`src/cfc_pkg.sv`:
```
// Constants and types for the counter/frequency command handler.
package cfc_pkg;

	// ----------------------------------------
	// Channels, buffers and type codes
	// ----------------------------------------
	localparam int NUM_CH = 8;
	localparam int BUF_LEN = 12;
	localparam int REG_AW = 8;
	localparam logic [7:0] TYPE_UPCNT = 8'h50;
	localparam logic [7:0] TYPE_FREQ = 8'h51;

	// ----------------------------------------
	// Characters on the serial command line
	// ----------------------------------------
	localparam logic [7:0] CH_AT = 8'h40;
	localparam logic [7:0] CH_CR = 8'h0D;
	localparam logic [7:0] CH_OK = 8'h21;
	localparam logic [7:0] CH_BAD = 8'h3F;
	localparam logic [7:0] CH_F = 8'h46;
	localparam logic [7:0] CH_A = 8'h41;
	localparam logic [7:0] CH_H = 8'h48;
	localparam logic [7:0] CH_T = 8'h54;
	localparam logic [7:0] CH_S = 8'h53;
	localparam logic [7:0] CH_C = 8'h43;
	localparam logic [7:0] CH_G = 8'h47;
	localparam logic [7:0] CH_0 = 8'h30;
	localparam logic [7:0] CH_7 = 8'h37;

	// ----------------------------------------
	// Register offsets and reset values
	// ----------------------------------------
	localparam logic [REG_AW-1:0] REG_ADDR = 8'h00;
	localparam logic [REG_AW-1:0] REG_STOP = 8'h04;
	localparam logic [REG_AW-1:0] REG_MODES = 8'h08;
	localparam logic [REG_AW-1:0] REG_TYPE0 = 8'h10;
	localparam logic [7:0] ADDR_RST = 8'h01;
	localparam logic [7:0] TYPE_RST = TYPE_UPCNT;
	localparam logic [7:0] TIMEOUT_RST = 8'h0A;
	localparam int MODES_HIGH_LSB = 8;
	localparam int MODES_TMO_LSB = 16;

	// ----------------------------------------
	// Timing
	// ----------------------------------------
	localparam int CLK_NS = 40;
	localparam int TENTH_NS = 100_000_000;
	localparam int TENTH_CYC = TENTH_NS / CLK_NS;

	typedef enum logic [1:0] {ST_IDLE, ST_COLLECT, ST_SEND} cfc_st_t;
	typedef enum logic [2:0] {
		ACT_NONE, ACT_AUTO, ACT_HIGH, ACT_TMO, ACT_PRESET
	} cfc_act_t;

endpackage

```
`src/cfc_cmd_handler.sv`:
```
// Command interpreter for frequency-mode and preset configuration.
`timescale 1ns/1ns
`default_nettype none

// What this block does
// - Auto-frequency write sets each frequency-type channel's mode from the mask bit.
// - Accepted command answers '!' address, any read data, CR; rejected answers '?' address CR.
// - Addresses 00 to FF; every reply echoes our own address.
// - Frequency commands act only on channels of frequency type code.
// - High-frequency read returns '!', address and the enable mask.
// - High-frequency write loads the mask and replies '!' with address.
// - Timeout read returns '!', address and the two timeout digits.
// - Timeout counts in tenths of a second.
// - Timeout write stores the two digits and replies '!' with address.
// - No pulse within a nonzero timeout reports that channel's frequency as zero.
// - Preset read replies '!', address and the channel's preset value.
// - Preset values travel as exactly eight hex digits, 32 bits.
// - Preset write stores eight digits for the channel, replies '!'.
// - Preset commands apply only to up-counter type channels.
// - Stop-on-overflow read returns '!', address and the enable mask.
// - Stop-on-overflow applies only to up-counter type channels.
// - Bad syntax, line error or foreign address gives no reply.
module cfc_cmd_handler #(
	parameter int unsigned P_TENTH_CYC = cfc_pkg::TENTH_CYC
) (
	input wire logic i_clk_sys,
	input wire logic i_rst_n,
	input wire logic [7:0] i_rx_data,
	input wire logic i_rx_valid,
	input wire logic i_rx_err,
	output logic [7:0] o_tx_data,
	output logic o_tx_valid,
	input wire logic i_tx_ready,
	input wire logic [cfc_pkg::REG_AW-1:0] i_reg_addr,
	input wire logic [31:0] i_reg_wdata,
	input wire logic i_reg_wr,
	input wire logic i_reg_rd,
	output logic [31:0] o_reg_rdata,
	input wire logic [cfc_pkg::NUM_CH-1:0] i_pulse,
	output logic [cfc_pkg::NUM_CH-1:0] o_auto_freq_en,
	output logic [cfc_pkg::NUM_CH-1:0] o_high_freq_en,
	output logic [7:0] o_timeout,
	output logic [cfc_pkg::NUM_CH-1:0] o_freq_zero,
	output logic [cfc_pkg::NUM_CH-1:0] o_stop_at_ovf,
	output logic [32*cfc_pkg::NUM_CH-1:0] o_preset
);
	import cfc_pkg::*;

	// ----------------------------------------
	// Helpers
	// ----------------------------------------
	function automatic logic [4:0] hex_val(input logic [7:0] c);
		if (c >= 8'h30 && c <= 8'h39) begin
			hex_val = {1'b1, c[3:0]};
		end else if ((c >= 8'h41 && c <= 8'h46) ||
				(c >= 8'h61 && c <= 8'h66)) begin
			hex_val = {1'b1, 4'(c[3:0] + 4'h9)};
		end else begin
			hex_val = 5'h00;
		end
	endfunction

	function automatic logic [7:0] hex_chr(input logic [3:0] n);
		hex_chr = (n < 4'hA) ? 8'(CH_0 + {4'h0, n}) : 8'(8'h37 + {4'h0, n});
	endfunction

	// ----------------------------------------
	// State
	// ----------------------------------------
	cfc_st_t st_r;
	cfc_act_t dec_act;
	logic [7:0] buf_r [BUF_LEN];
	logic [3:0] len_r;
	logic ovf_r, err_r;
	logic [7:0] addr_r, timeout_r;
	logic [NUM_CH-1:0] stop_r, auto_r, high_r, freq_ch, up_ch;
	logic [7:0] type_r [NUM_CH];
	logic [31:0] preset_r [NUM_CH];
	logic dec_reply, dec_ok, accept, tx_last, tx_fire;
	logic [3:0] dec_nd, rsp_nd_r, idx_r, idx_nxt;
	logic [31:0] dec_data;
	logic [39:0] rsp_sh_r;
	logic [7:0] vv, tx_data_r;
	logic tx_valid_r;
	logic [2:0] dec_ch;
	logic [21:0] pre_r;
	logic tick;

	// ----------------------------------------
	// Command decode
	// ----------------------------------------
	always_comb begin
		logic [4:0] hh, hl, vh, vl, d;
		logic addr_ok, v_ok, g_ok, data_ok;
		logic [15:0] code;
		d = 5'h00;
		hh = hex_val(buf_r[0]);
		hl = hex_val(buf_r[1]);
		vh = hex_val(buf_r[4]);
		vl = hex_val(buf_r[5]);
		code = {buf_r[2], buf_r[3]};
		addr_ok = len_r >= 4'd2 && hh[4] && hl[4] &&
			{hh[3:0], hl[3:0]} == addr_r;
		v_ok = vh[4] && vl[4];
		vv = {vh[3:0], vl[3:0]};
		g_ok = buf_r[2] == CH_G && buf_r[3] >= CH_0 && buf_r[3] <= CH_7;
		dec_ch = buf_r[3][2:0];
		dec_data = 32'h0000_0000;
		data_ok = 1'b1;
		for (int i = 0; i < 8; i++) begin
			d = hex_val(buf_r[4+i]);
			data_ok = data_ok & d[4];
			dec_data = {dec_data[27:0], d[3:0]};
		end
		dec_reply = 1'b0;
		dec_ok = 1'b1;
		dec_nd = 4'd0;
		dec_act = ACT_NONE;
		if (code == {CH_F, CH_A} && len_r == 4'd6 && v_ok) begin
			dec_reply = 1'b1;
			dec_ok = |freq_ch;
			dec_act = ACT_AUTO;
		end else if (code == {CH_F, CH_H} && len_r == 4'd4) begin
			dec_reply = 1'b1;
			dec_ok = |freq_ch;
			dec_nd = 4'd2;
			dec_data = {high_r, 24'h00_0000};
		end else if (code == {CH_F, CH_H} && len_r == 4'd6 && v_ok) begin
			dec_reply = 1'b1;
			dec_ok = |freq_ch;
			dec_act = ACT_HIGH;
		end else if (code == {CH_F, CH_T} && len_r == 4'd4) begin
			dec_reply = 1'b1;
			dec_ok = |freq_ch;
			dec_nd = 4'd2;
			dec_data = {timeout_r, 24'h00_0000};
		end else if (code == {CH_F, CH_T} && len_r == 4'd6 && v_ok) begin
			dec_reply = 1'b1;
			dec_ok = |freq_ch;
			dec_act = ACT_TMO;
		end else if (code == {CH_S, CH_C} && len_r == 4'd4) begin
			dec_reply = 1'b1;
			dec_ok = |up_ch;
			dec_nd = 4'd2;
			dec_data = {stop_r & up_ch, 24'h00_0000};
		end else if (g_ok && len_r == 4'd4) begin
			dec_reply = 1'b1;
			dec_ok = up_ch[dec_ch];
			dec_nd = 4'd8;
			dec_data = preset_r[dec_ch];
		end else if (g_ok && len_r == 4'd12 && data_ok) begin
			dec_reply = 1'b1;
			dec_ok = up_ch[dec_ch];
			dec_act = ACT_PRESET;
		end
		if (!dec_ok) begin
			dec_nd = 4'd0;
			dec_act = ACT_NONE;
		end
		if (!addr_ok) begin
			dec_reply = 1'b0;
		end
	end

	// A command ends at CR; anything marred on the way is dropped silently.
	assign accept = st_r == ST_COLLECT && i_rx_valid && i_rx_data == CH_CR &&
		!err_r && !i_rx_err && !ovf_r && dec_reply;

	// ----------------------------------------
	// Receive parser
	// ----------------------------------------
	// Bytes arriving while a reply is being sent are ignored: the line is
	// shared and half duplex, so nothing valid can come then.
	always_ff @(posedge i_clk_sys) begin
		if (!i_rst_n) begin
			st_r <= ST_IDLE;
			len_r <= 4'd0;
			ovf_r <= 1'b0;
			err_r <= 1'b0;
			for (int i = 0; i < BUF_LEN; i++) begin
				buf_r[i] <= 8'h00;
			end
		end else begin
			unique case (st_r)
				ST_IDLE: begin
					if (i_rx_valid && i_rx_data == CH_AT) begin
						st_r <= ST_COLLECT;
						len_r <= 4'd0;
						ovf_r <= 1'b0;
						// A line error on the opening mark spoils the command too.
						err_r <= i_rx_err;
					end
				end
				ST_COLLECT: begin
					if (i_rx_err) begin
						err_r <= 1'b1;
					end
					if (i_rx_valid) begin
						if (i_rx_data == CH_AT) begin
							len_r <= 4'd0;
							ovf_r <= 1'b0;
							err_r <= i_rx_err;
						end else if (i_rx_data == CH_CR) begin
							st_r <= accept ? ST_SEND : ST_IDLE;
						end else if (len_r < 4'(BUF_LEN)) begin
							buf_r[len_r] <= i_rx_data;
							len_r <= 4'(len_r + 4'd1);
						end else begin
							ovf_r <= 1'b1;
						end
					end
				end
				ST_SEND: begin
					if (tx_last) begin
						st_r <= ST_IDLE;
					end
				end
			endcase
		end
	end

	// ----------------------------------------
	// Reply transmitter
	// ----------------------------------------
	assign tx_fire = tx_valid_r && i_tx_ready;
	assign idx_nxt = 4'(idx_r + 4'd1);
	assign tx_last = tx_fire && idx_r == 4'(rsp_nd_r + 4'd3);

	always_ff @(posedge i_clk_sys) begin
		if (!i_rst_n) begin
			tx_valid_r <= 1'b0;
			tx_data_r <= 8'h00;
			idx_r <= 4'd0;
			rsp_nd_r <= 4'd0;
			rsp_sh_r <= 40'h00_0000_0000;
		end else if (accept) begin
			tx_valid_r <= 1'b1;
			tx_data_r <= dec_ok ? CH_OK : CH_BAD;
			idx_r <= 4'd0;
			rsp_nd_r <= dec_nd;
			rsp_sh_r <= {addr_r, dec_data};
		end else if (tx_fire) begin
			idx_r <= idx_nxt;
			if (tx_last) begin
				tx_valid_r <= 1'b0;
			end else if (idx_nxt <= 4'(rsp_nd_r + 4'd2)) begin
				tx_data_r <= hex_chr(rsp_sh_r[39:36]);
				rsp_sh_r <= {rsp_sh_r[35:0], 4'h0};
			end else begin
				tx_data_r <= CH_CR;
			end
		end
	end

	assign o_tx_data = tx_data_r;
	assign o_tx_valid = tx_valid_r;

	// ----------------------------------------
	// Settings written by commands
	// ----------------------------------------
	always_ff @(posedge i_clk_sys) begin
		if (!i_rst_n) begin
			auto_r <= '0;
			high_r <= '0;
			timeout_r <= TIMEOUT_RST;
			for (int i = 0; i < NUM_CH; i++) begin
				preset_r[i] <= 32'h0000_0000;
			end
		end else if (accept) begin
			unique case (dec_act)
				ACT_AUTO: auto_r <= (auto_r & ~freq_ch) | (vv & freq_ch);
				ACT_HIGH: high_r <= (high_r & ~freq_ch) | (vv & freq_ch);
				ACT_TMO: timeout_r <= vv;
				ACT_PRESET: preset_r[dec_ch] <= dec_data;
				ACT_NONE: ;
			endcase
		end
	end

	assign o_auto_freq_en = auto_r;
	assign o_high_freq_en = high_r;
	assign o_timeout = timeout_r;

	// ----------------------------------------
	// Register port
	// ----------------------------------------
	always_ff @(posedge i_clk_sys) begin
		if (!i_rst_n) begin
			addr_r <= ADDR_RST;
			stop_r <= '0;
			for (int i = 0; i < NUM_CH; i++) begin
				type_r[i] <= TYPE_RST;
			end
		end else if (i_reg_wr) begin
			if (i_reg_addr == REG_ADDR) begin
				addr_r <= i_reg_wdata[7:0];
			end
			if (i_reg_addr == REG_STOP) begin
				stop_r <= i_reg_wdata[NUM_CH-1:0];
			end
			for (int i = 0; i < NUM_CH; i++) begin
				if (i_reg_addr == 8'(REG_TYPE0 + 4 * i)) begin
					type_r[i] <= i_reg_wdata[7:0];
				end
			end
		end
	end

	always_ff @(posedge i_clk_sys) begin
		if (!i_rst_n) begin
			o_reg_rdata <= 32'h0000_0000;
		end else if (i_reg_rd) begin
			o_reg_rdata <= 32'h0000_0000;
			if (i_reg_addr == REG_ADDR) begin
				o_reg_rdata <= {24'h00_0000, addr_r};
			end
			if (i_reg_addr == REG_STOP) begin
				o_reg_rdata <= {24'h00_0000, stop_r};
			end
			if (i_reg_addr == REG_MODES) begin
				o_reg_rdata <= {8'h00, timeout_r, high_r, auto_r};
			end
			for (int i = 0; i < NUM_CH; i++) begin
				if (i_reg_addr == 8'(REG_TYPE0 + 4 * i)) begin
					o_reg_rdata <= {24'h00_0000, type_r[i]};
				end
			end
		end
	end

	// ----------------------------------------
	// Per-channel timing and overflow control
	// ----------------------------------------
	assign tick = pre_r == 22'(P_TENTH_CYC - 1);

	always_ff @(posedge i_clk_sys) begin
		if (!i_rst_n) begin
			pre_r <= 22'h00_0000;
		end else begin
			pre_r <= tick ? 22'h00_0000 : 22'(pre_r + 22'd1);
		end
	end

	generate
		for (genvar n = 0; n < NUM_CH; n++) begin : g_ch
			logic sync1_r, sync2_r, prev_r;
			logic [7:0] tenths_r;
			logic zero_r, hold_r;
			assign freq_ch[n] = type_r[n] == TYPE_FREQ;
			assign up_ch[n] = type_r[n] == TYPE_UPCNT;
			always_ff @(posedge i_clk_sys) begin
				if (!i_rst_n) begin
					sync1_r <= 1'b0;
					sync2_r <= 1'b0;
					prev_r <= 1'b0;
				end else begin
					sync1_r <= i_pulse[n];
					sync2_r <= sync1_r;
					prev_r <= sync2_r;
				end
			end
			// The elapsed count saturates, so a dead input stays reported.
			always_ff @(posedge i_clk_sys) begin
				if (!i_rst_n) begin
					tenths_r <= 8'h00;
				end else if (sync2_r && !prev_r) begin
					tenths_r <= 8'h00;
				end else if (tick && tenths_r != 8'hFF) begin
					tenths_r <= 8'(tenths_r + 8'd1);
				end
			end
			always_ff @(posedge i_clk_sys) begin
				if (!i_rst_n) begin
					zero_r <= 1'b0;
					hold_r <= 1'b0;
				end else begin
					zero_r <= freq_ch[n] && timeout_r != 8'h00 &&
						tenths_r >= timeout_r;
					hold_r <= stop_r[n] && up_ch[n];
				end
			end
			assign o_freq_zero[n] = zero_r;
			assign o_stop_at_ovf[n] = hold_r;
			assign o_preset[32*n +: 32] = preset_r[n];
		end
	endgenerate

endmodule // cfc_cmd_handler

`default_nettype wire

```
`config.mk`:
```
export PLATFORM = sky130hd
export DESIGN_NAME = cfc_cmd_handler
export DESIGN_NICKNAME = d
export VERILOG_FILES = /design/src/cfc_pkg.sv /design/src/cfc_cmd_handler.sv
export SDC_FILE = /design/constraint.sdc
export NUM_CORES = 1
export LEC_CHECK = 0
export BUFFER_PORTS_ARGS = -buffer_cell sky130_fd_sc_hd__buf_2
export CAP_MARGIN = 0
export CELL_PAD_IN_SITES_DETAIL_PLACEMENT = 1
export CELL_PAD_IN_SITES_GLOBAL_PLACEMENT = 1
export CORE_MARGIN = 3
export CORE_UTILIZATION = 30
export CTS_BUF_LIST = sky130_fd_sc_hd__clkbuf_8
export DETAILED_ROUTE_END_ITERATION = 8
export GPL_TIMING_DRIVEN = 0
export HOLD_SLACK_MARGIN = 0.05
export PLACE_DENSITY = 0.61
export SLEW_MARGIN = 20
export SYNTH_ARGS = -nofsm -noshare
export SYNTH_HDL_FRONTEND = slang
export SYNTH_SLANG_ARGS = --single-unit
```
`constraint.sdc`:
```
create_clock -name i_clk_sys -period 4.8 [get_ports i_clk_sys]
set_clock_uncertainty 0.1 [all_clocks]
set_input_delay 0.48 -clock i_clk_sys [delete_from_list [all_inputs] [get_ports i_clk_sys]]
set_output_delay 0.48 -clock i_clk_sys [all_outputs]
set_load 0.03 [all_outputs]
```
Word-level counts from Yosys, hierarchy flattened
Memories as Yosys holds them, arrays and structs flattened.
Index checks and enable logic that the tools add are counted.
- register bits: 263
- RAM bits: 416
- output and inout port bits: 337
- memories: 3
- memories (name ; depth ; bits a word ; read ports ; clocked after Yosys merged registers in ; wr ports ; RTL line ; text):
    preset_r ; 8 ; 32 ; 9 ; 0 ; 8 ; cfc_cmd_handler.sv:78 ; logic [31:0] preset_r [NUM_CH];
    buf_r ; 12 ; 8 ; 12 ; 0 ; 12 ; cfc_cmd_handler.sv:72 ; logic [7:0] buf_r [BUF_LEN];
    type_r ; 8 ; 8 ; 8 ; 0 ; 8 ; cfc_cmd_handler.sv:77 ; logic [7:0] type_r [NUM_CH];
- add/sub/neg operators: 25
- order comparisons: 75
- equality and inequality tests: 62
- muxes and demuxes: 169
- bitwise gates (word level): 23
- reductions and logical operators: 151
- operator list (operator ; count):
    two-way mux 32 bit ; 18
    >= comparator 8 x 7 -> 1 bit, second input constant ; 20
    less-or-equal comparator 8 x 7 -> 1 bit, second input constant ; 20
    two-way mux 40 bit ; 4
    equality test 8 x 7 -> 1 bit, second input constant ; 18
    two-way mux 5 bit ; 21
    two-way mux 8 bit ; 13
    logical AND 1 bit ; 97
    >= comparator 8 x 6 -> 1 bit, second input constant ; 11
    less-or-equal comparator 8 x 6 -> 1 bit, second input constant ; 11
    two-way mux 1 bit ; 76
    adder 8 x 1 -> 8 bit, second input constant ; 8
    equality test 16 x 15 -> 1 bit, second input constant ; 4
    >= comparator 8 bit ; 8
    inequality test 8 bit, second input constant ; 8
    two-way mux 4 bit ; 14
    adder 4 bit, second input constant ; 10
    bitwise AND 8 bit ; 4
    equality test 8 x 5 -> 1 bit, second input constant ; 4
    equality test 8 x 6 -> 1 bit, second input constant ; 4
    OR reduction 32 bit ; 1
    two-way mux 3 bit ; 10
    OR reduction 8 bit ; 3
    adder 22 x 1 -> 22 bit, second input constant ; 1
    other kinds (45) ; 117

Longest topological paths before layout
Gate-level depths: netlist of the first run.
An unclocked memory read counts as a cell.
- depth in word-level cells: 30
- mapped depth: 14
- mapped depth without buffers: 11

Worst setup path before layout of the first run
Ideal clock, no wire load.
- kind: register -> register
- start point: memory buf_r[0][3]
- end point: memory preset_r[7][0] (enable)
- library setup time: 0.389 ns
- arrival: 4.566 ns
- slack: -0.255 ns
- stages on the path, launching flop included: 11
- buffers on the path: 1
- path through: edfxtp_1 or4b_2 a311oi_1 a22oi_1 xnor2_1 or4_1 or4_1 a2111oi_4 nand4_1 clkbuf_1 nand2_1
- RTL lines (element ; RTL line):
    start, declared ; cfc_cmd_handler.sv:72
    end, declared ; cfc_cmd_handler.sv:78

==> results_dict.tcl, run 1 <==
set metrics [dict create \
    worstHoldStart "i_reg_rd" \
    synth_warnings 0 \
    gp_congestion 0.9265 \
    yosys.area.top_type "edfxtp_1" \
    clkSinkCount 668 \
    fin_util 0.3723 \
    setup_tns_ps 0 \
    fp.dieArea_um2 112500 \
    max_stage_delay_ps 920 \
    cp_max_fo 10 \
    cp_common_cell "clkbuf_1" \
    placed_cells 4989 \
    power_density_nw_per_um2 324.9 \
    core_um2 107400 \
    synth_flop_cell "edfxtp_1" \
    synth.yosys.seq_area_share 0.5385 \
    timing.hold.ws_ps 245.3 \
    dr.first_iter.drc_count 2662 \
    power_leakage_nw 15.43 \
    synth-edff-count 416 \
    synth_top_area_frac 0.3836 \
    synth_cells 3200 \
    portBuffers 365 \
    cp-end-kind "flip-flop" \
    fp.dieW_um 335.5 \
    routedWlPerCell_um 27.09 \
    drv_cap 0 \
    syn-cell-area_um2 32560 \
    async_flop_share 0 \
    antenna_found_initial 4 \
    fmax_mhz 212.1 \
    route.detailed.drc 0 \
    grtUsageTotal 0.2451 \
    min_path_type "primary input to flip-flop" \
    vias 29300 \
    grt_pass1_wl_um 202300 \
    worst-slew-pin-transition_ps 1203 \
    grt_max_degree 33 \
    start_util 0.3033 \
    overflow 0 \
    cts_tree "yes" \
    clockRootBuffer "clkbuf_8" \
    crit_type "flip-flop to flip-flop" \
    syn2layout_area_growth_pct 22.74 \
    status "finished clean" \
    r2r-end "rsp_sh_r[9]" \
    dr.pass1.iters 9 \
    period_needed_ps 4714 \
    drv_slew 0 \
    synthTopCellsByArea "edfxtp_1 (38%), dfxtp_1 (15%), nor2_1 (6.7%)" \
    io_pins 400 \
    die_y_um 335.5 \
    rows 120 \
    viasPerCell 5.563 \
    cp_cell_sequence "clkbuf_1 -> clkdlybuf4s15_2 -> or3_1 -> clkbuf_1 -> o22ai_1 -> nor4_1 -> nand2_1 -> o21ai_0 -> a21oi_2 -> a21oi_1 -> mux2i_1 -> nor2_1" \
    cp_slowest_cell "nor4_1" \
    clkLatencyLatePin_ps 790 \
    cts_inserted_buffers 119 \
    clockBufferDepth 3 \
    min_to "o_reg_rdata[7]" \
    first_global_vias 28870 \
    arrival_ps 5330 \
    fin_crit_sh 0.9821 \
    avgSynthCellArea_um2 10.18 \
    yosys_register_bits 668 \
    reg2reg_from "buf_r[3][0]" \
    rsz0062_at_grt "yes" \
    setup_viol 0 \
    n_fill_cell 12200 \
    ir_drop_mv 0.2030 \
    clkTransAtPathRegs_ps 60 \
    htree_num_levels 3 \
    finalHoldViolCount 0 \
    hpwl_um 105200 \
    layout-drive-gt1-share 0.1967 \
    wirelength_um 142600 \
    finalNonFillerCells 5266 \
    reg2reg_slack_ps 90 \
    start_kind "flip-flop" \
    cp_data_required_time_ps 5420 \
    synth.distinct_cells 83 \
    reg2reg_depth 12 \
    fin_area_um2 39970 \
    dpl_cell_area_um2 36410 \
    finalNetCount 3936 \
    whs_path_depth 4 \
    postRouteAntennaNets 0 \
    slew_headroom 0.1871 \
]
[stage by stage]
stage	worst slack (ps)	total power, mW
after floorplan	36.15	7.060
after global placement	-2095	7.521
after detailed placement	-2071	7.538
after CTS	5.858	13.06
after global routing	-36.40	13.40
final	85.92	12.99
[cell type report]
| class | count | area, um2 | share of cell area |
|---|---|---|---|
| flip-flops and latches | 668 | 17540 | 0.4388 |
| plain buffers | 191 | 949.7 | 0.02376 |
| clock inverters | 89 | 571.8 | 0.01431 |
| inverters | 87 | 326.6 | 0.008170 |
| well taps | 1403 | 1755 | 0.04392 |
| diodes | 4 | 10.01 | 0.0002504 |
| repair buffers | 422 | 2374 | 0.05938 |
| clock buffers | 133 | 1831 | 0.04580 |
| multi-input cells | 2269 | 14620 | 0.3657 |
[what timing repair did]
action                     in CTS  in global routing
gates resized for setup        80                 68
hold buffers                   27                  0
setup endpoints to repair     580                388
buffers inserted               15                  1
cloned                          7                  3
pin swaps                       2                  1
hold endpoints to repair       44                  0
[kinds of logic (layout without fill, tap and decap cells)]
group           count (synthesis)  in the layout  synth area share
simple gates                 1349           1359            0.2036
flops                         668            668            0.5385
compound gates                616            616            0.1274
buf+inv                       281            922           0.03535
fa+ha+maj                     115            115           0.04418
mux                            95             95           0.03066
xor+xnor                       75             75           0.02017
other cells                     1             13         0.0001152
[cells in the final DEF, fill, tap and decap left out, types with 15 or more instances in the layout]
cell	Yosys	final
dfxtp_1	252	252
clkinv_2	0	29
buf_4	25	48
clkinv_1	0	21
mux2i_1	84	84
or4_1	17	16
o22ai_1	87	87
and3_1	115	114
nand3_1	98	98
edfxtp_1	416	416
dlygate4sd3_1	0	27
or3_1	18	18
nor4b_1	17	15
clkbuf_2	0	19
o21ai_0	78	73
nor2b_1	18	18
buf_2	2	375
a31oi_1	33	33
ha_1	115	115
a211oi_1	47	45
a21o_1	67	67
xor2_1	44	44
nor2_1	579	578
nor3b_1	23	18
clkbuf_1	155	122
nor4_1	28	21
nand4_1	39	39
xnor2_1	31	31
inv_1	87	112
nor3_1	69	65
a21oi_1	132	118
clkbuf_8	0	136
nand2b_1	30	30
and2_1	40	40
nand2_1	184	170
[layer usage]
metal,up-vias,GRT usage,routed length (um)
met3,306,0.04461,10680
met5,-,0,13
met1,14870,0.3230,60130
li1,12900,-,-
met2,1220,0.3953,65680
met4,2,0.1035,6129
[state kept, by name (all words and copies together) (netlist names), 22 cells and up, named ones only]
| register | flops |
|---|---|
| preset_r | 256 |
| buf_r | 96 |
| g_ch.tenths_r | 64 |
| type_r | 64 |
| rsp_sh_r | 40 |
| o_reg_rdata | 24 |
| pre_r | 22 |
[worst max-delay path: cells and delay by family, from the launching register on]
family,cells,cell delay (ps)
buffers and inverters,3,1810
and+or+nand+nor,4,1490
AOI/OAI and AO/OA,4,810
DFF,1,320
muxes,1,100
[cell usage after synthesis (all sizes together) (8+ instances only)]
library cell / n
inv: 87
and3: 115
mux2: 8
nor4: 29
nand4: 39
o211ai: 12
xnor2: 31
a21oi: 132
nor2b: 18
o21ai: 80
mux2i: 84
nor4bb: 9
nand4b: 10
o21bai: 11
dfxtp: 252
edfxtp: 416
or3: 18
nand3b: 9
nor3b: 23
a21o: 67
a211oi: 47
clkbuf: 155
nor2: 579
or4: 17
nand2: 184
a222oi: 10
nor4b: 17
ha: 115
o22ai: 87
or4b: 14
a2111oi: 16
nor3: 70
nand3: 98
o21a: 12
a31oi: 33
and2: 40
buf: 39
a221oi: 14
a22oi: 18
nand2b: 30
o22a: 11
xor2: 44
[worst max path at each step]
stage	from	end	slack, ps	cells past startpoint
global route	len_r[1]	preset_r[3][12]	-40	11
global placement	buf_r[0][3]	preset_r[7][19]	-2090	10
finish	buf_r[3][0]	rsp_sh_r[9]	90	12
floorplan	buf_r[0][3]	preset_r[7][0]	40	10
detailed placement	buf_r[0][3]	preset_r[7][19]	-2070	10
CTS	buf_r[0][4]	preset_r[6][29]	6	13
[where the power goes]
| part | switching (mW) | leakage (nW) | internal [mW] |
|---|---|---|---|
| clock network | 2.61 | 1.35 | 2.88 |
| logic | 0.792 | 8.04 | 0.259 |
| registers | 0.166 | 6.05 | 6.28 |
(Power assumes the default switching activity.)
==> run 2: changes to the inputs <==
Settings changed: CTS_BUF_LIST sky130_fd_sc_hd__clkbuf_8 to sky130_fd_sc_hd__clkbuf_4 sky130_fd_sc_hd__clkbuf_8.
==> run 2 against run 1 <==
  * Cell area increased by 0.21%
  * Die area unchanged
  * Worst hold slack improved by 12 ps
  * Setup slack got worse by 80 ps
  * Maximum frequency decreased by 1.7%
  * Critical path depth unchanged
  * Non-clock buffer count increased by 1
  * Sequential cell count unchanged
  * First-iteration DRC count decreased by 1.5%
  * Critical path type unchanged
  * Largest cell class unchanged
==> results_dict.tcl, run 2 (same netlist as run 1, synthesis figures left out) <==
set metrics [dict create \
    status "finished clean" \
    core_um2 107400 \
    n_fill_cell 12200 \
    antenna_found_initial 4 \
    clockRootBuffer "clkbuf_8" \
    power_mw 13.18 \
    arrival_ps 5410 \
    fin_crit_sh 0.9988 \
    setup_ws_ps 5.953 \
    start_util 0.3033 \
    grtUsageTotal 0.2450 \
    setup_viol 0 \
    first_global_vias 28840 \
    overflow 0 \
    period_needed_ps 4794 \
    fp.dieArea_um2 112500 \
    portBuffers 365 \
    die_y_um 335.5 \
    rsz0062_at_grt "yes" \
    drv_slew 0 \
    cp_max_fo 10 \
    comb_power_share 0.080 \
    power_density_nw_per_um2 329.0 \
    drv_cap 0 \
    biggestRegsByFlops "preset_r (256), buf_r (96)" \
    clkTransAtPathRegs_ps 70 \
    min_path_type "primary input to flip-flop" \
    finalNetCount 3937 \
    clkSinkCount 668 \
    clockBufferDepth 3 \
    cts_inserted_buffers 119 \
    dpl_cell_area_um2 36410 \
    mostFrequentLayoutCells "nor2_1 (578), edfxtp_1 (416), buf_2 (373)" \
    timing.hold.ws_ps 257.2 \
    fmax_mhz 208.6 \
    seq_power_share 0.489 \
    grt_pass1_wl_um 202300 \
    hpwl_um 105200 \
    power.clock.fraction 0.431 \
    dr.first_iter.drc_count 2623 \
    vias 29300 \
    clkLatencyLatePin_ps 790 \
    swShare 0.2707 \
    worst-slew-pin-transition_ps 1270 \
    setup_tns_ps 0 \
    fp.dieW_um 335.5 \
    viasPerCell 5.562 \
    grt_max_degree 33 \
    cts_tree "yes" \
    dr.pass1.iters 6 \
    cp-end-kind "flip-flop" \
    ir_drop_mv 0.1841 \
    fin_area_um2 40050 \
    pre_cts_slack_ps -2071 \
    wirelength_um 142500 \
    power.internal_mw 9.611 \
    routedWlPerCell_um 27.05 \
    layout-drive-gt1-share 0.2023 \
    largest_register "preset_r" \
    final_common_cell "nor2_1" \
    start_kind "flip-flop" \
    gp_congestion 0.9265 \
    cp_data_required_time_ps 5420 \
    syn2layout_area_growth_pct 22.99 \
    postRouteAntennaNets 0 \
    finalHoldViolCount 0 \
    crit_type "flip-flop to flip-flop" \
    power_leakage_nw 15.42 \
    io_pins 400 \
    largest_reg_flops 256 \
    route.detailed.drc 0 \
    rows 120 \
    htree_num_levels 3 \
    power.switching_mw 3.568 \
    slew_headroom 0.1416 \
]
## run 2: metal layers
layer / up-vias / global-route usage / routed length (um) / share of wire
li1: 12930 / - / - / -
met5: - / 0 / 13 / 0.000091
met1: 14830 / 0.3224 / 60360 / 0.42
met2: 1236 / 0.3983 / 65560 / 0.46
met3: 301 / 0.04496 / 10440 / 0.073
met4: 2 / 0.09721 / 6096 / 0.043
## run 2: final timing paths
path | to | depth (start not counted) | slack, ps | from
worst max-delay path | rsp_sh_r[9] | 12 | 6 | buf_r[3][2]
worst min-delay path | o_reg_rdata[7] | 4 | 260 | i_reg_rd
worst max register to register | rsp_sh_r[9] | 12 | 6 | buf_r[3][2]
worst min register to register | g_ch[0].sync2_r | 1 | 320 | g_ch[0].sync1_r
## run 2: cell type report
type,instances,area (um2),area share
inverters,87,326.6,0.008153
repair buffers,423,2384,0.05951
flip-flops and latches,668,17540,0.4378
multi-input cells,2269,14590,0.3644
diodes,4,10.01,0.0002499
plain buffers,191,949.7,0.02371
clock inverters,64,478.0,0.01193
well taps,1403,1755,0.04383
clock buffers,158,2018,0.05039
## run 2: metrics by stage
step / util / instances
after floorplan: - / 3208
after global placement: 0.3372 / 4976
after detailed placement: 0.3392 / 4989
after CTS: 0.3708 / 5259
after global routing: 0.3731 / 5267
final: 0.3731 / 5267
## run 2: what timing repair did
item	in CTS	in global routing
pin swaps	2	1
hold buffers	28	0
resized for setup	80	63
cloned	7	3
setup endpoints to repair	580	396
buffers inserted	15	1
hold endpoints to repair	44	0
## run 2: worst max-delay path, cell delays in order (launching register included)
cell,delay [ps]
edfxtp_1,550
clkbuf_2,390
buf_1,420
nand3b_1,480
clkbuf_1,690
o22ai_1,190
nor4_1,940
nand2_1,130
o21ai_0,150
a21oi_2,240
a21oi_1,250
mux2i_1,100
nor2_1,90
## run 2: power by group through the flow
stage               clock network [mW]  registers, mW  logic, mW
floorplan                            0           6.73      0.328
global route                      6.04           6.46       1.09
detailed placement                   0           6.56      0.976
finish                            5.68           6.45       1.05
global placement                     0           6.56      0.964
CTS                               5.78           6.44       1.03
==> run 3: changes to the inputs <==
Settings changed: CORE_ASPECT_RATIO from default to 0.6.
==> run 3 against run 2 <==
  * Sequential share of layout area is essentially flat
  * Wire length grew 2.5%
  * Core utilization up 0.38 points
  * Critical path depth stayed put
  * Die area grew 0.11%
  * Setup slack improved by 110 ps
  * Cell area hardly changed
  * First-iteration DRC count is 43% higher
  * Global-route usage grew 0.53 points
  * Count of clock-buffer cells in the layout rose by 11
  * Sequential cell count is the same
  * Register-to-register slack improved by 110 ps
==> results_dict.tcl, run 3 (same netlist as run 1, synthesis figures left out) <==
set metrics [dict create \
    finalNonFillerCells 5271 \
    cp_slowest_cell "buf_1" \
    route.detailed.drc 0 \
    cp_cell_sequence "clkbuf_2 -> buf_2 -> nand3_1 -> buf_1 -> o22ai_1 -> nor4_2 -> nand2_1 -> o21ai_0 -> a21oi_4 -> a21oi_1 -> mux2i_1 -> nor2_1" \
    setup_tns_ps 0 \
    syn2layout_area_growth_pct 23.10 \
    placed_cells 4995 \
    setup_viol 0 \
    clkSinkCount 668 \
    clkLatencyLatePin_ps 830 \
    start_util 0.3062 \
    gp_congestion 0.9440 \
    timing.hold.ws_ps 225.1 \
    start_kind "flip-flop" \
    fin_crit_sh 0.9764 \
    mostFrequentLayoutCells "nor2_1 (578), edfxtp_1 (416), buf_2 (372)" \
    htree_num_levels 3 \
    power_density_nw_per_um2 322.8 \
    drv_cap 0 \
    power_mw 12.94 \
    fp.dieW_um 431.3 \
    dpl_cell_area_um2 36420 \
    biggestRegsByFlops "preset_r (256), buf_r (96)" \
    grt_max_degree 18 \
    wirelength_um 146100 \
    status "finished clean" \
    antenna_found_initial 11 \
    met3_usage 0.05480 \
    cp-end-kind "flip-flop" \
    ir_drop_mv 0.1926 \
    finalHoldViolCount 0 \
    use_met2 0.3451 \
    slew_headroom 0.2069 \
    core_um2 106400 \
    vias 29880 \
    power_leakage_nw 15.43 \
    min_path_type "primary input to flip-flop" \
    cts_inserted_buffers 109 \
    cp_data_required_time_ps 5450 \
    fin_area_um2 40090 \
    layout-drive-gt1-share 0.2029 \
    period_needed_ps 4687 \
    hpwl_um 108800 \
    arrival_ps 5340 \
    drv_slew 0 \
    largest_register "preset_r" \
    grt_pass1_wl_um 207500 \
    viasPerCell 5.669 \
    fp.dieArea_um2 112700 \
    clockBufferDepth 3 \
    setup_ws_ps 113.1 \
    crit_type "flip-flop to flip-flop" \
    grtUsageTotal 0.2504 \
    postRouteAntennaNets 0 \
    cts_tree "yes" \
    first_global_vias 28480 \
    portBuffers 365 \
    largest_reg_flops 256 \
    pre_cts_slack_ps -2154 \
    max_stage_delay_ps 880 \
    worst-slew-pin-transition_ps 1190 \
    fin_util 0.3769 \
    io_pins 400 \
    final_common_cell "nor2_1" \
    clockRootBuffer "clkbuf_8" \
    busiest_layer "met1" \
    routedWlPerCell_um 27.71 \
    rows 92 \
    fmax_mhz 213.4 \
    cp_max_fo 10 \
    use_met1 0.3877 \
    overflow 0 \
    clkTransAtPathRegs_ps 70 \
    finalNetCount 3940 \
    dr.pass1.iters 7 \
    dr.first_iter.drc_count 3743 \
    die_y_um 261.2 \
]
## run 3: cell count changes in the layout (fill, tap and decap cells not counted), sizes merged
cell      previous run  this run
buf                437       453
bufinv               6         2
clkbuf             306       316
clkinv              51        25
clkinvlp             3         2
diode                4         6
inv                 91        93
nand2              194       192
## run 3: report_power, final
group | switching (mW) | internal, mW
Combinational | 0.792 | 0.277
Clock | 2.59 | 2.84
Sequential | 0.167 | 6.28
## run 3: repair_timing
item	CTS	global route
buffers inserted	27	8
resized for setup	74	46
hold buffers	28	0
cloned	8	0
hold endpoints to repair	52	0
pin swaps	1	2
setup endpoints to repair	588	528
## run 3: worst paths after layout
kind | startpoint | cells past startpoint | end | slack [ps]
hold / removal | i_reg_wr | 3 | type_r[0][12] | 230
setup reg to reg | buf_r[3][2] | 12 | rsp_sh_r[13] | 110
hold reg to reg | g_ch[3].sync1_r | 1 | g_ch[3].sync2_r | 300
setup / recovery | buf_r[3][2] | 12 | rsp_sh_r[13] | 110
## run 3: cell type report
class                           instances  area [um2]
Inverter                               87       326.6
Clock buffer                          169        2038
Antenna cell                            6       15.01
Buffer                                187       942.2
Tap cell                             1410        1764
Sequential cell                       668       17540
Clock inverter                         35       272.8
Multi-Input combinational cell       2267       14510
Timing Repair Buffer                  442        2676
Fill cell                           12150       66280
## run 3: worst max-delay path: cells and delay by family (launching register included)
kind | cells | cell delay (ps)
AO/OA/AOI/OAI | 4 | 880
buffers and inverters | 3 | 1550
flip-flops | 1 | 570
multiplexers | 1 | 90
AND/OR/NAND/NOR | 4 | 1420
## run 3: layer usage
metal | share of wire | vias to the layer above
met1 | 0.47 | 15240
met3 | 0.099 | 198
met5 | 0.00018 | -
met4 | 0.024 | 4
met2 | 0.40 | 1527
li1 | - | 12910
